<file path="src/shared/sbhsc_regs.svh">
// Register offsets, field positions, reset values and timing counts of the serial host.
`ifndef SBHSC_REGS_SVH
`define SBHSC_REGS_SVH
`define SBHSC_OFF_DATA 8'hb0
`define SBHSC_OFF_INDEX 8'hb1
`define SBHSC_OFF_TARGET 8'hb2
`define SBHSC_OFF_CTRL 8'hb3
`define SBHSC_BIT_SHORT 7
`define SBHSC_BIT_RSVD 6
`define SBHSC_BIT_REQBSY 5
`define SBHSC_BIT_LOADBSY 4
`define SBHSC_BIT_PRESENT 3
`define SBHSC_BIT_FAST 2
`define SBHSC_BIT_REQERR 1
`define SBHSC_BIT_LOADERR 0
`define SBHSC_RESET_BYTE 8'h00
`define SBHSC_CLK_HZ 50000000
`define SBHSC_SCL_HZ 100000
`define SBHSC_FAST_SCL_HZ 400000
`define SBHSC_QUARTER_NORMAL (`SBHSC_CLK_HZ / (4 * `SBHSC_SCL_HZ))
`define SBHSC_QUARTER_FAST (`SBHSC_CLK_HZ / (4 * `SBHSC_FAST_SCL_HZ))
`define SBHSC_LOAD_BYTES 4
`define SBHSC_LOAD_TAG 8'ha5
`endif

</file>
<file path="src/shared/sbhsc_pkg.sv">
// Types shared by the serial host files.
package sbhsc_pkg;
	// Byte engine states.
	typedef enum logic [3:0] {
		SBHSC_IDLE, SBHSC_START, SBHSC_BIT, SBHSC_ACK, SBHSC_RSTART, SBHSC_STOP
	} sbhsc_state_t;
	// Phases of one transaction.
	typedef enum logic [2:0] {
		SBHSC_PH_ADDR, SBHSC_PH_INDEX, SBHSC_PH_RADDR, SBHSC_PH_DATA, SBHSC_PH_DONE
	} sbhsc_phase_t;
endpackage

</file>
<file path="src/sbhsc_tick.sv">
// Clock divider producing a quarter-bit enable pulse for the serial bus.
`timescale 1ns/1ns
`include "sbhsc_regs.svh"
module sbhsc_tick #(
	parameter int NORMAL = `SBHSC_QUARTER_NORMAL,
	parameter int FAST = `SBHSC_QUARTER_FAST
) (
	input wire logic clk,
	input wire logic rst_b,
	input wire logic fast,
	output logic tick
);
	// Down counter width covers the slow rate.
	localparam int W = $clog2(NORMAL + 1);
	logic [W-1:0] cnt_q;
	// Reload value follows the test-clock selection.
	wire [W-1:0] reload = fast ? W'(FAST - 1) : W'(NORMAL - 1);
	wire at_zero = (cnt_q == '0);
	// Counts down and pulses once per quarter bit.
	always_ff @(posedge clk or negedge rst_b) begin
		if (!rst_b) begin
			cnt_q <= '0;
			tick <= 1'b0;
		end else begin
			cnt_q <= at_zero ? reload : cnt_q - 1'b1;
			tick <= at_zero;
		end
	end
endmodule

</file>
<file path="src/sbhsc_top.sv">
// Serial bus host control and status logic with byte engine and auto-load.
`timescale 1ns/1ns
`include "sbhsc_regs.svh"
module sbhsc_top #(
	parameter int LOAD_BYTES = `SBHSC_LOAD_BYTES,
	parameter logic [6:0] ROM_ADDR = 7'h50
) (
	input wire logic clk,
	input wire logic rst_b,
	input wire logic [7:0] cfg_addr,
	input wire logic cfg_wr,
	input wire logic [7:0] cfg_wdata,
	output logic [7:0] cfg_rdata,
	input wire logic scl_in,
	input wire logic sda_in,
	output logic scl_out,
	output logic scl_oe,
	output logic sda_out,
	output logic sda_oe,
	input wire logic latch_pin,
	output logic pins_free,
	output logic [7:0] subsys_byte,
	output logic [1:0] subsys_idx,
	output logic subsys_valid
);
	// Two-stage synchronisers for pins.
	logic [1:0] sda_s_q, scl_s_q, latch_s_q;
	always_ff @(posedge clk or negedge rst_b) begin
		if (!rst_b) begin
			sda_s_q <= 2'b11;
			scl_s_q <= 2'b11;
			latch_s_q <= 2'b11;
		end else begin
			sda_s_q <= {sda_s_q[0], sda_in};
			scl_s_q <= {scl_s_q[0], scl_in};
			latch_s_q <= {latch_s_q[0], latch_pin};
		end
	end
	wire sda_sync = sda_s_q[1];
	wire latch_sync = latch_s_q[1];

	// Software-visible registers.
	logic [7:0] data_q, index_q, target_q;
	logic short_q, fast_q, req_busy_q, load_busy_q, present_q, req_err_q, load_err_q;
	logic strap_done_q;
	logic [1:0] strap_wait_q; // Edges since release; the strap must first pass the synchroniser.
	// Engine state.
	sbhsc_pkg::sbhsc_state_t st_q;
	sbhsc_pkg::sbhsc_phase_t ph_q;
	logic [1:0] qtr_q;
	logic [2:0] bit_q;
	logic [7:0] sh_q;
	logic nack_q, autoload_q, fmt_bad_q;
	logic [2:0] load_cnt_q;
	logic tick;

	// Quarter-bit enable at the normal or test rate.
	// selectable clock rate
	sbhsc_tick u_tick (
		.clk(clk),
		.rst_b(rst_b),
		.fast(fast_q),
		.tick(tick)
	);

	// Bus-side decode.
	wire wr_data = cfg_wr && (cfg_addr == `SBHSC_OFF_DATA);
	wire wr_index = cfg_wr && (cfg_addr == `SBHSC_OFF_INDEX);
	wire wr_target = cfg_wr && (cfg_addr == `SBHSC_OFF_TARGET);
	wire wr_ctrl = cfg_wr && (cfg_addr == `SBHSC_OFF_CTRL);
	wire launch = wr_target && !req_busy_q && !load_busy_q && present_q;
	wire [7:0] ctrl_view = {short_q, 1'b0, req_busy_q, load_busy_q, present_q, fast_q, req_err_q, load_err_q};
	wire [7:0] rdata_d = (cfg_addr == `SBHSC_OFF_DATA) ? data_q :
		(cfg_addr == `SBHSC_OFF_INDEX) ? index_q :
		(cfg_addr == `SBHSC_OFF_TARGET) ? target_q :
		(cfg_addr == `SBHSC_OFF_CTRL) ? ctrl_view : 8'h00;

	// Read data is registered.
	always_ff @(posedge clk or negedge rst_b) begin
		if (!rst_b) cfg_rdata <= `SBHSC_RESET_BYTE;
		else cfg_rdata <= rdata_d;
	end

	// Sample strobes, end-of-transaction event and phase decodes from the engine.
	wire done_ev = tick && (st_q == sbhsc_pkg::SBHSC_STOP) && (qtr_q == 2'd3);
	wire ack_sample = tick && (st_q == sbhsc_pkg::SBHSC_ACK) && (qtr_q == 2'd2);
	wire byte_sample = tick && (st_q == sbhsc_pkg::SBHSC_BIT) && (qtr_q == 2'd2);
	wire reading = target_q[0] && !autoload_q;
	wire rx_phase = (ph_q == sbhsc_pkg::SBHSC_PH_DATA) && (autoload_q || target_q[0]);
	wire last_load = (load_cnt_q == 3'(LOAD_BYTES - 1));
	// The strap is taken on the third edge after release, once the synchroniser has flushed its reset value.
	wire strap_take = (strap_wait_q == 2'd2) && !strap_done_q;

	// Presence strap caught once after reset release; pulldown means present.
	// detect interface
	always_ff @(posedge clk or negedge rst_b) begin
		if (!rst_b) begin
			strap_wait_q <= 2'd0;
			strap_done_q <= 1'b0;
			present_q <= 1'b0;
		end else begin
			if (strap_wait_q != 2'd2) strap_wait_q <= strap_wait_q + 2'd1;
			if (strap_take) begin
				strap_done_q <= 1'b1;
				present_q <= !latch_sync;
			end else if (wr_ctrl && cfg_wdata[`SBHSC_BIT_PRESENT]) begin
				present_q <= 1'b0;
			end
		end
	end
	always_ff @(posedge clk or negedge rst_b) begin
		if (!rst_b) pins_free <= 1'b1;
		else pins_free <= !present_q;
	end

	// Control bits written by software.
	always_ff @(posedge clk or negedge rst_b) begin
		if (!rst_b) begin
			short_q <= 1'b0;
			fast_q <= 1'b0;
		end else if (wr_ctrl) begin
			short_q <= cfg_wdata[`SBHSC_BIT_SHORT];
			fast_q <= cfg_wdata[`SBHSC_BIT_FAST];
		end
	end

	// Index and target registers; target write starts a request.
	// address and direction
	always_ff @(posedge clk or negedge rst_b) begin
		if (!rst_b) begin
			index_q <= `SBHSC_RESET_BYTE;
			target_q <= `SBHSC_RESET_BYTE;
		end else begin
			if (wr_index) index_q <= cfg_wdata;
			if (launch) target_q <= cfg_wdata;
		end
	end

	// Data register: software write or received byte.
	// store read byte
	always_ff @(posedge clk or negedge rst_b) begin
		if (!rst_b) data_q <= `SBHSC_RESET_BYTE;
		else if (ack_sample && reading && rx_phase) data_q <= sh_q;
		else if (wr_data && !req_busy_q) data_q <= cfg_wdata;
	end

	// Busy flags.
	// set busy
	always_ff @(posedge clk or negedge rst_b) begin
		if (!rst_b) begin
			req_busy_q <= 1'b0;
			load_busy_q <= 1'b0;
		end else begin
			if (launch) req_busy_q <= 1'b1;
			else if (done_ev && !autoload_q) req_busy_q <= 1'b0;
			if (strap_take) load_busy_q <= !latch_sync;
			else if (done_ev && autoload_q && (last_load || nack_q || fmt_bad_q)) load_busy_q <= 1'b0;
		end
	end

	// Error flags: set wins over write-one clear.
	wire err_set = done_ev && nack_q;
	always_ff @(posedge clk or negedge rst_b) begin
		if (!rst_b) begin
			req_err_q <= 1'b0;
			load_err_q <= 1'b0;
		end else begin
			if (err_set && !autoload_q) req_err_q <= 1'b1;
			else if (wr_ctrl && cfg_wdata[`SBHSC_BIT_REQERR]) req_err_q <= 1'b0;
			if (done_ev && autoload_q && (nack_q || fmt_bad_q)) load_err_q <= 1'b1;
			else if (wr_ctrl && cfg_wdata[`SBHSC_BIT_LOADERR]) load_err_q <= 1'b0;
		end
	end

	// Next phase after an acknowledged byte.
	// short protocol
	wire use_short = short_q && !autoload_q;
	wire is_read = autoload_q || target_q[0];
	sbhsc_pkg::sbhsc_phase_t ph_next;
	always_comb begin
		ph_next = sbhsc_pkg::SBHSC_PH_DONE;
		case (ph_q)
			sbhsc_pkg::SBHSC_PH_ADDR: ph_next = use_short ? sbhsc_pkg::SBHSC_PH_DATA : sbhsc_pkg::SBHSC_PH_INDEX;
			sbhsc_pkg::SBHSC_PH_INDEX: ph_next = is_read ? sbhsc_pkg::SBHSC_PH_RADDR : sbhsc_pkg::SBHSC_PH_DATA;
			sbhsc_pkg::SBHSC_PH_RADDR: ph_next = sbhsc_pkg::SBHSC_PH_DATA;
			default: ph_next = sbhsc_pkg::SBHSC_PH_DONE;
		endcase
	end
	// First transmitted byte: address with direction, or write address before a combined read.
	wire [7:0] first_byte = autoload_q ? {ROM_ADDR, 1'b0} : (use_short ? target_q : {target_q[7:1], 1'b0});
	wire [7:0] raddr_byte = autoload_q ? {ROM_ADDR, 1'b1} : {target_q[7:1], 1'b1};
	wire [7:0] next_tx = (ph_next == sbhsc_pkg::SBHSC_PH_INDEX) ? index_q :
		(ph_next == sbhsc_pkg::SBHSC_PH_DATA) ? data_q : 8'h00;
	wire [7:0] idx_byte = autoload_q ? {5'h00, load_cnt_q} : index_q;

	// Byte engine, one step per quarter-bit tick.
	always_ff @(posedge clk or negedge rst_b) begin
		if (!rst_b) begin
			st_q <= sbhsc_pkg::SBHSC_IDLE;
			ph_q <= sbhsc_pkg::SBHSC_PH_ADDR;
			qtr_q <= 2'd0;
			bit_q <= 3'd7;
			sh_q <= 8'h00;
			nack_q <= 1'b0;
			autoload_q <= 1'b0;
			fmt_bad_q <= 1'b0;
			load_cnt_q <= 3'd0;
			scl_out <= 1'b1;
			sda_out <= 1'b1;
		end else if (st_q == sbhsc_pkg::SBHSC_IDLE) begin
			qtr_q <= 2'd0;
			if (launch || (load_busy_q && strap_done_q && !done_ev)) begin
				autoload_q <= !launch;
				nack_q <= 1'b0;
				ph_q <= sbhsc_pkg::SBHSC_PH_ADDR;
				sh_q <= launch ? ((short_q ? cfg_wdata : {cfg_wdata[7:1], 1'b0})) : {ROM_ADDR, 1'b0};
				st_q <= sbhsc_pkg::SBHSC_START;
			end
		end else if (tick) begin
			qtr_q <= qtr_q + 2'd1;
			case (st_q)
				sbhsc_pkg::SBHSC_START, sbhsc_pkg::SBHSC_RSTART: begin
					// Data falls while the clock is high.
					if (qtr_q == 2'd0) begin scl_out <= 1'b1; sda_out <= 1'b1; end
					if (qtr_q == 2'd1) sda_out <= 1'b0;
					if (qtr_q == 2'd3) begin scl_out <= 1'b0; bit_q <= 3'd7; st_q <= sbhsc_pkg::SBHSC_BIT; end
				end
				sbhsc_pkg::SBHSC_BIT: begin
					if (qtr_q == 2'd0) sda_out <= rx_phase ? 1'b1 : sh_q[bit_q];
					if (qtr_q == 2'd1) scl_out <= 1'b1;
					if (qtr_q == 2'd2 && rx_phase) sh_q[bit_q] <= sda_sync;
					if (qtr_q == 2'd3) begin
						scl_out <= 1'b0;
						bit_q <= bit_q - 3'd1;
						if (bit_q == 3'd0) st_q <= sbhsc_pkg::SBHSC_ACK;
					end
				end
				sbhsc_pkg::SBHSC_ACK: begin
					// Host never acknowledges a read byte; slave must acknowledge others.
					if (qtr_q == 2'd0) sda_out <= 1'b1;
					if (qtr_q == 2'd1) scl_out <= 1'b1;
					if (qtr_q == 2'd2 && !rx_phase && sda_sync) nack_q <= 1'b1;
					if (qtr_q == 2'd2 && rx_phase && autoload_q && load_cnt_q == 3'd0 && sh_q != `SBHSC_LOAD_TAG)
						fmt_bad_q <= 1'b1;
					if (qtr_q == 2'd3) begin
						scl_out <= 1'b0;
						if (nack_q || ph_next == sbhsc_pkg::SBHSC_PH_DONE) st_q <= sbhsc_pkg::SBHSC_STOP;
						else if (ph_next == sbhsc_pkg::SBHSC_PH_RADDR) begin
							st_q <= sbhsc_pkg::SBHSC_RSTART;
							sh_q <= raddr_byte;
						end else begin
							st_q <= sbhsc_pkg::SBHSC_BIT;
							sh_q <= (ph_next == sbhsc_pkg::SBHSC_PH_INDEX) ? idx_byte : next_tx;
						end
						bit_q <= 3'd7;
						ph_q <= ph_next;
					end
				end
				sbhsc_pkg::SBHSC_STOP: begin
					// Data rises while the clock is high.
					if (qtr_q == 2'd0) sda_out <= 1'b0;
					if (qtr_q == 2'd1) scl_out <= 1'b1;
					if (qtr_q == 2'd2) sda_out <= 1'b1;
					if (qtr_q == 2'd3) begin
						st_q <= sbhsc_pkg::SBHSC_IDLE;
						if (autoload_q) load_cnt_q <= load_cnt_q + 3'd1;
						if (autoload_q && (nack_q || fmt_bad_q)) fmt_bad_q <= 1'b0;
					end
				end
				default: st_q <= sbhsc_pkg::SBHSC_IDLE;
			endcase
		end
	end

	// Open-drain drive: enable pulls low only while present.
	always_ff @(posedge clk or negedge rst_b) begin
		if (!rst_b) begin
			scl_oe <= 1'b0;
			sda_oe <= 1'b0;
		end else begin
			scl_oe <= present_q && !scl_out;
			sda_oe <= present_q && !sda_out;
		end
	end

	// Auto-loaded bytes delivered to the identifier registers elsewhere.
	always_ff @(posedge clk or negedge rst_b) begin
		if (!rst_b) begin
			subsys_byte <= 8'h00;
			subsys_idx <= 2'd0;
			subsys_valid <= 1'b0;
		end else begin
			subsys_valid <= ack_sample && autoload_q && rx_phase;
			if (ack_sample && autoload_q && rx_phase) begin
				subsys_byte <= sh_q;
				subsys_idx <= load_cnt_q[1:0];
			end
		end
	end
endmodule

</file>
<file path="config.mk">
export PLATFORM = sky130hd
export DESIGN_NAME = sbhsc_top
export DESIGN_NICKNAME = d
export VERILOG_FILES = /design/src/shared/sbhsc_pkg.sv /design/src/sbhsc_tick.sv /design/src/sbhsc_top.sv
export VERILOG_INCLUDE_DIRS = /design/src /design/src/shared
export SDC_FILE = /design/constraint.sdc
export NUM_CORES = 1
export LEC_CHECK = 0
export BUFFER_PORTS_ARGS = -buffer_cell sky130_fd_sc_hd__buf_4
export CAP_MARGIN = 20
export CORE_ASPECT_RATIO = 2
export CORE_UTILIZATION = 60
export DETAILED_ROUTE_END_ITERATION = 16
export PLACE_DENSITY = 0.82
export SLEW_MARGIN = 20
export SYNTH_ARGS = -nofsm -noshare
export SYNTH_HDL_FRONTEND = slang
export SYNTH_SLANG_ARGS = --single-unit
</file>
<file path="constraint.sdc">
create_clock -name clk -period 2.3 [get_ports clk]
set_clock_uncertainty 0.05 [all_clocks]
set_input_delay 0.115 -clock clk [delete_from_list [all_inputs] [get_ports clk]]
set_output_delay 0.115 -clock clk [all_outputs]
set_load 0.01 [all_outputs]
</file>
==> results.py, run 1 <==
metrics = {
    "yosys": {
        "syn_area_per_cell_um2": 10.7,
        "netlist_area_um2": 5040,
        "synth_commonest_cells": "dfrtp_1 (85), nor2_1 (36), mux2_2 (34)",
        "post-synth-top-count-cell": "dfrtp_1",
        "netlist.area_leader.share_pct": 42.2,
        "synth_edf_count": 0,
        "synthTopCellsByArea": "dfrtp_1 (42%), mux2_2 (7.6%), dfstp_2 (5.2%)",
        "yosys_warnings": 0,
        "yosysSeqAreaShare_pct": 47.4,
        "syn_nets": 507,
        "async_flop_share_pct": 100,
        "synth_cells": 473,
        "yosys.area.top_type": "dfrtp_1",
        "ys_ff_latch": 95,
        "synth_ff_type": "dfrtp_1",
        "synth_cell_types": 67,
    },
    "layout": {
        "multiInputGateArea_um2": 2470,
        "diodes": 0,
        "final_core_util_pct": 72.9,
        "seqCellArea_um2": 2390,
        "stdcell_area_um2": 6000,
        "area.growth.synth_to_final_pct": 19.0,
        "drive_gt1_share_pct": 28.3,
        "fin_nets": 569,
        "fillers": 573,
    },
    "timing": {
        "slew_headroom_pct": 60.4,
        "fin_crit_ps": 2260,
        "rsz0062_at_grt": "no",
        "tns_ps": 0,
        "min_period_over_period_pct": 98.1,
        "finalSetupViolations": 0,
        "tightestPinTransition_ps": 594,
        "clock.fmax_ghz": 0.443,
        "slew_violations": 0,
        "hold_viol": 0,
    },
    "outcome": {
        "status": "completed",
    },
    "pwr": {
        "cellPowerDensity_nw_per_um2": 594,
        "peakVddDrop_uv": 385,
        "leakagePower_nw": 2.74,
    },
    "worst_setup_path": {
        "cp.arrival_ps": 2440,
        "startpoint": "load_busy_q$_DFFE_PN0P_",
        "reg2reg_from": "load_busy_q$_DFFE_PN0P_",
        "required_ps": 2480,
        "cp-start-kind": "flip-flop",
        "cp_max_fo": 3,
        "critPathKind": "flip-flop to flip-flop",
        "rrSetupSlack_ps": 40,
        "cp-end-kind": "flip-flop",
    },
    "floorplan": {
        "initial_utilization_pct": 61.2,
        "core-area_um2": 8230,
        "dieArea_um2": 8800,
        "ioPinCount": 46,
        "die_h_um": 132,
        "die_w_um": 66.8,
        "row_count": 47,
    },
    "detailed_routing": {
        "drt-pass1-iter-count": 4,
        "drt_iter0_drc": 372,
        "ant_nets": 0,
        "vias": 4080,
        "drc": 0,
        "post_drt_wl_per_cell_um": 21.1,
        "via_per_inst": 6.39,
        "drt-total-wl_um": 13400,
    },
    "placed_design": {
        "gp_congestion": 0.941,
        "portBuffers": 44,
        "placed_cell_area_um2": 5560,
        "dp_hpwl_um": 9900,
    },
    "clocking": {
        "numCtsBuffers": 9,
        "insertion_delay_ps": 340,
        "clockBufferDepth": 2,
        "cts_tree": "yes",
        "cts.sinks": 95,
        "cts.clk_slew.worst_paths_ps": 70,
        "cts_htree_levels": 3,
        "ctsRootBufferMaster": "clkbuf_16",
    },
    "worst_hold_path": {
        "worstHoldStart": "cfg_wdata[1]",
        "min_path_type": "input pin to flip-flop",
    },
    "run": {
        "max_cap_viol_count": 0,
    },
    "global_route": {
        "antenna_found_initial": 0,
        "grt_usage_pct": 33.0,
        "grt_overflow": 0,
        "grt_pass1_vias": 4215,
        "grt_max_degree": 51,
        "grt_pass1_wl_um": 21200,
    },
}
sequential cells by signal, indices dropped and copies added, names as in the netlist, 2 cells and up, named ones only:
| signal | count |
|---|---|
| sda_s_q | 2 |
| subsys_byte | 8 |
| index_q | 8 |
| cfg_rdata | 8 |
| data_q | 8 |
| target_q | 8 |
| bit_q | 3 |
| strap_wait_q | 2 |
| ph_q | 3 |
| sh_q | 8 |
| st_q | 3 |
| latch_s_q | 2 |
| u_tick.cnt_q | 7 |
| subsys_idx | 2 |
| qtr_q | 2 |
| load_cnt_q | 3 |
layout by cell type, fill, tap and decap left out, types with 3 or more instances in the layout:
| master | netlist | final |
|---|---|---|
| a31oi_1 | 6 | 6 |
| nand4_1 | 6 | 6 |
| buf_4 | 0 | 69 |
| nand2_1 | 29 | 29 |
| inv_1 | 20 | 20 |
| a21oi_1 | 23 | 23 |
| nand3b_1 | 4 | 4 |
| o211ai_1 | 5 | 5 |
| nor2b_1 | 7 | 7 |
| nand3_1 | 13 | 13 |
| o31ai_1 | 4 | 4 |
| and2_1 | 8 | 8 |
| or3_1 | 4 | 4 |
| xnor2_1 | 5 | 5 |
| nand2b_1 | 5 | 5 |
| a22o_1 | 7 | 7 |
| a221oi_1 | 4 | 4 |
| dfstp_2 | 10 | 10 |
| mux2_2 | 34 | 33 |
| or2_2 | 3 | 3 |
| clkbuf_16 | 0 | 9 |
| o21ai_0 | 24 | 24 |
| dlygate4sd3_1 | 0 | 8 |
| dfrtp_1 | 85 | 85 |
| ha_1 | 12 | 12 |
| mux4_2 | 8 | 8 |
| nor2_1 | 36 | 34 |
| o41ai_2 | 3 | 3 |
| nor3_1 | 15 | 15 |
| mux2i_1 | 15 | 15 |
| and3_1 | 3 | 3 |
where the power goes:
part / switching [mW] / total (mW) / internal (mW)
Sequential: 0.0404 / 1.76 / 1.72
Combinational: 0.112 / 0.218 / 0.106
Clock: 0.628 / 1.58 / 0.955
kinds of logic after synthesis:
group                    synth area share (%)
AND/OR/NAND/NOR                          15.3
AO/OA/AOI/OAI                            14.8
flip-flops                               47.4
multiplexers                             14.1
buffers and inverters                    4.12
adder cells (fa/ha/maj)                  2.98
XOR/XNOR                                 1.22
area by class of cell:
class                   instances  area share, %
clock buffers                  11           3.88
multi-input cells             329           41.1
repair buffers                 80           10.6
flip-flops and latches         95           39.8
well taps                      98           2.04
clock inverters                 5           1.36
inverters                      20           1.25
stage by stage:
stage	worst slack [ps]	hold WS, ps	power, mW	std cells
floorplan	184	-231	1.88	473
global placement	127	92.1	1.98	610
detailed placement	72.7	104	2.00	610
CTS	65.0	9.08	3.57	634
global route	12.0	6.20	3.68	638
finish	44.7	11.8	3.56	638
worst max-delay path, stage by stage (launching register included):
cell and delay, ps:
dfrtp_1 400, or4b_4 570, nor4_4 280, buf_4 180, buf_4 120, nor2_1 60, nor2_2 130, mux2_2 360
metal layers:
| metal | up-vias | routed length, µm | track usage, % |
|---|---|---|---|
| met5 | - | 0 | 0 |
| met4 | 0 | 1010 | 24.0 |
| met3 | 65 | 598 | 6.08 |
| met2 | 170 | 7150 | 55.3 |
| met1 | 1996 | 4680 | 35.2 |
| li1 | 1849 | - | - |
final timing paths:
kind	to	cells after the start
max in group asynchronous	latch_s_q[0]$_DFF_PN1_	3
min in group asynchronous	subsys_idx[0]$_DFFE_PN0P_	2
worst min register to register	sda_s_q[1]$_DFF_PN1_	0
worst min-delay path	index_q[1]$_DFFE_PN0P_	2
worst max register to register	st_q[2]$_DFFE_PN0P_	7
worst max-delay path	st_q[2]$_DFFE_PN0P_	7
timing repair:
item / 4_1_cts / 5_1_grt
endpoints found under the setup margin: 0 / 1
resized for setup: 0 / 6
endpoints found under the hold margin: 49 / 0
hold buffers: 8 / 0
buffers inserted: 0 / 3
Note: power is estimated with default switching activity, not from simulation.
==> run 2: changes to the inputs <==
clock period = 2.8 ns   (was 2.3 ns; I/O delays follow)
==> run 2 against run 1 <==
Effect of this change: setup slack improved by 380 ps; final cell count decreased by 3.1%; register-to-register slack improved by 380 ps; clock power decreased by 23%; routed wire length decreased by 5.1%; sequential share of layout area increased by 1.4 points.
==> results.py, run 2 (synthesis gave the netlist of run 1 again) <==
metrics = {
    "outcome": {
        "status": "completed",
    },
    "worst_setup_path": {
        "cp-start-kind": "flip-flop",
        "timing.rr.end": "sh_q[3]$_DFFE_PN0P_",
        "reg2reg_from": "st_q[2]$_DFFE_PN0P_",
        "critPathKind": "flip-flop to flip-flop",
        "rrSetupSlack_ps": 430,
        "reg2reg_depth": 6,
        "cp.arrival_ps": 2550,
        "cp-end-kind": "flip-flop",
        "cp_max_fo": 20,
        "required_ps": 2970,
    },
    "placed_design": {
        "portBuffers": 44,
        "place_inst": 599,
        "placed_cell_area_um2": 5470,
        "post-place-ws_ps": 452,
        "dp_hpwl_um": 9440,
        "gp_congestion": 0.964,
    },
    "detailed_routing": {
        "vias": 3978,
        "drt-pass1-iter-count": 4,
        "drc": 0,
        "drt_iter0_drc": 331,
        "drt-total-wl_um": 12800,
        "ant_nets": 0,
        "post_drt_wl_per_cell_um": 20.6,
        "via_per_inst": 6.44,
    },
    "floorplan": {
        "dieArea_um2": 8800,
        "core-area_um2": 8230,
        "row_count": 47,
        "initial_utilization_pct": 61.2,
        "die_w_um": 66.8,
        "die_h_um": 132,
        "ioPinCount": 46,
    },
    "timing": {
        "rsz0062_at_grt": "no",
        "tightestPinTransition_ps": 613,
        "clock.fmax_ghz": 0.421,
        "hold_ws_ps": 22.5,
        "min_period_over_period_pct": 84.8,
        "slew_headroom_pct": 59.0,
        "setup_ws_ps": 425,
        "tns_ps": 0,
        "finalSetupViolations": 0,
        "hold_viol": 0,
        "slew_violations": 0,
        "fin_crit_ps": 2370,
    },
    "global_route": {
        "grt_overflow": 0,
        "grt_max_degree": 54,
        "antenna_found_initial": 0,
        "grt_pass1_wl_um": 20600,
        "grt_usage_pct": 32.0,
        "grt_pass1_vias": 4100,
    },
    "worst_hold_path": {
        "hold_end": "index_q[4]$_DFFE_PN0P_",
        "worstHoldStart": "cfg_wdata[4]",
        "min_path_type": "input pin to flip-flop",
        "holdPathStages": 2,
    },
    "pwr": {
        "cellPowerDensity_nw_per_um2": 489,
        "leakagePower_nw": 2.64,
        "total_power_mw": 2.84,
        "peakVddDrop_uv": 386,
    },
    "layout": {
        "diodes": 0,
        "final_core_util_pct": 70.4,
        "fin_nets": 549,
        "seqCellArea_um2": 2390,
        "multiInputGateArea_um2": 2440,
        "final_cells": 618,
        "mostFrequentLayoutCell": "dfrtp_1",
        "final_cell_mix": "dfrtp_1 (85), buf_4 (56), nor2_1 (36), mux2_2 (34), nand2_1 (29)",
        "drive_gt1_share_pct": 26.3,
        "area.growth.synth_to_final_pct": 15.0,
        "fillers": 641,
        "stdcell_area_um2": 5800,
    },
    "clocking": {
        "numCtsBuffers": 9,
        "cts.clk_slew.worst_paths_ps": 60,
        "cts.sinks": 95,
        "ctsRootBufferMaster": "clkbuf_16",
        "insertion_delay_ps": 340,
        "clockBufferDepth": 2,
        "cts_htree_levels": 3,
        "cts_tree": "yes",
    },
    "run": {
        "max_cap_viol_count": 0,
    },
}
-- run 2: cell count changes in the layout (fill, tap and decap cells not counted), sizes merged --
cell,before,now
dlygate4sd3,8,3
buf,72,57
clkbuf,11,9
clkinvlp,1,0
clkinv,1,5
bufinv,2,1
-- run 2: layer usage --
metal | part of all wire, % | global-route usage, % | routed length [µm] | up-vias
met1 | 35 | 34.9 | 4500 | 1947
met4 | 8.3 | 27.1 | 1050 | 0
met3 | 4.6 | 5.73 | 582 | 55
met2 | 52 | 51.3 | 6610 | 162
met5 | 0 | 0 | 0 | -
li1 | - | - | - | 1814
-- run 2: how the worst max path moves through the flow --
stage / from / endpoint / slack [ps]
final: st_q[2]$_DFFE_PN0P_ / sh_q[3]$_DFFE_PN0P_ / 430
after global routing: qtr_q[1]$_DFFE_PN0N_ / sh_q[0]$_DFFE_PN0P_ / 280
after CTS: st_q[2]$_DFFE_PN0P_ / sh_q[3]$_DFFE_PN0P_ / 420
after detailed placement: st_q[2]$_DFFE_PN0P_ / sh_q[7]$_DFFE_PN0P_ / 450
after global placement: st_q[2]$_DFFE_PN0P_ / sh_q[7]$_DFFE_PN0P_ / 480
after floorplan: st_q[1]$_DFFE_PN0P_ / st_q[2]$_DFFE_PN0P_ / 680
-- run 2: critical path, stage by stage, from the launching register on --
cell	delay, ps
dfrtp_1	380
buf_4	200
nor3_1	280
mux2_2	390
o211ai_2	530
nor2_1	130
mux2_2	290
-- run 2: final cells by class --
cell class | instances | share of cell area (%)
repair buffers | 60 | 8.11
multi-input cells | 329 | 42.2
clock inverters | 7 | 1.23
clock buffers | 9 | 3.88
well taps | 98 | 2.11
inverters | 20 | 1.29
flip-flops and latches | 95 | 41.2
-- run 2: power breakdown --
group          switching (mW)  total (mW)  leakage [nW]  internal, mW
Clock                   0.526        1.22         0.150         0.693
Combinational          0.0884       0.170          1.31        0.0818
Sequential             0.0328        1.45          1.18          1.41
Total                   0.647        2.84          2.64          2.19
-- run 2: what timing repair did --
action	in CTS	in global routing
resized for setup	0	0
setup endpoints to repair	0	0
endpoints found under the hold margin	39	0
buffers inserted	0	0
hold buffers	3	0
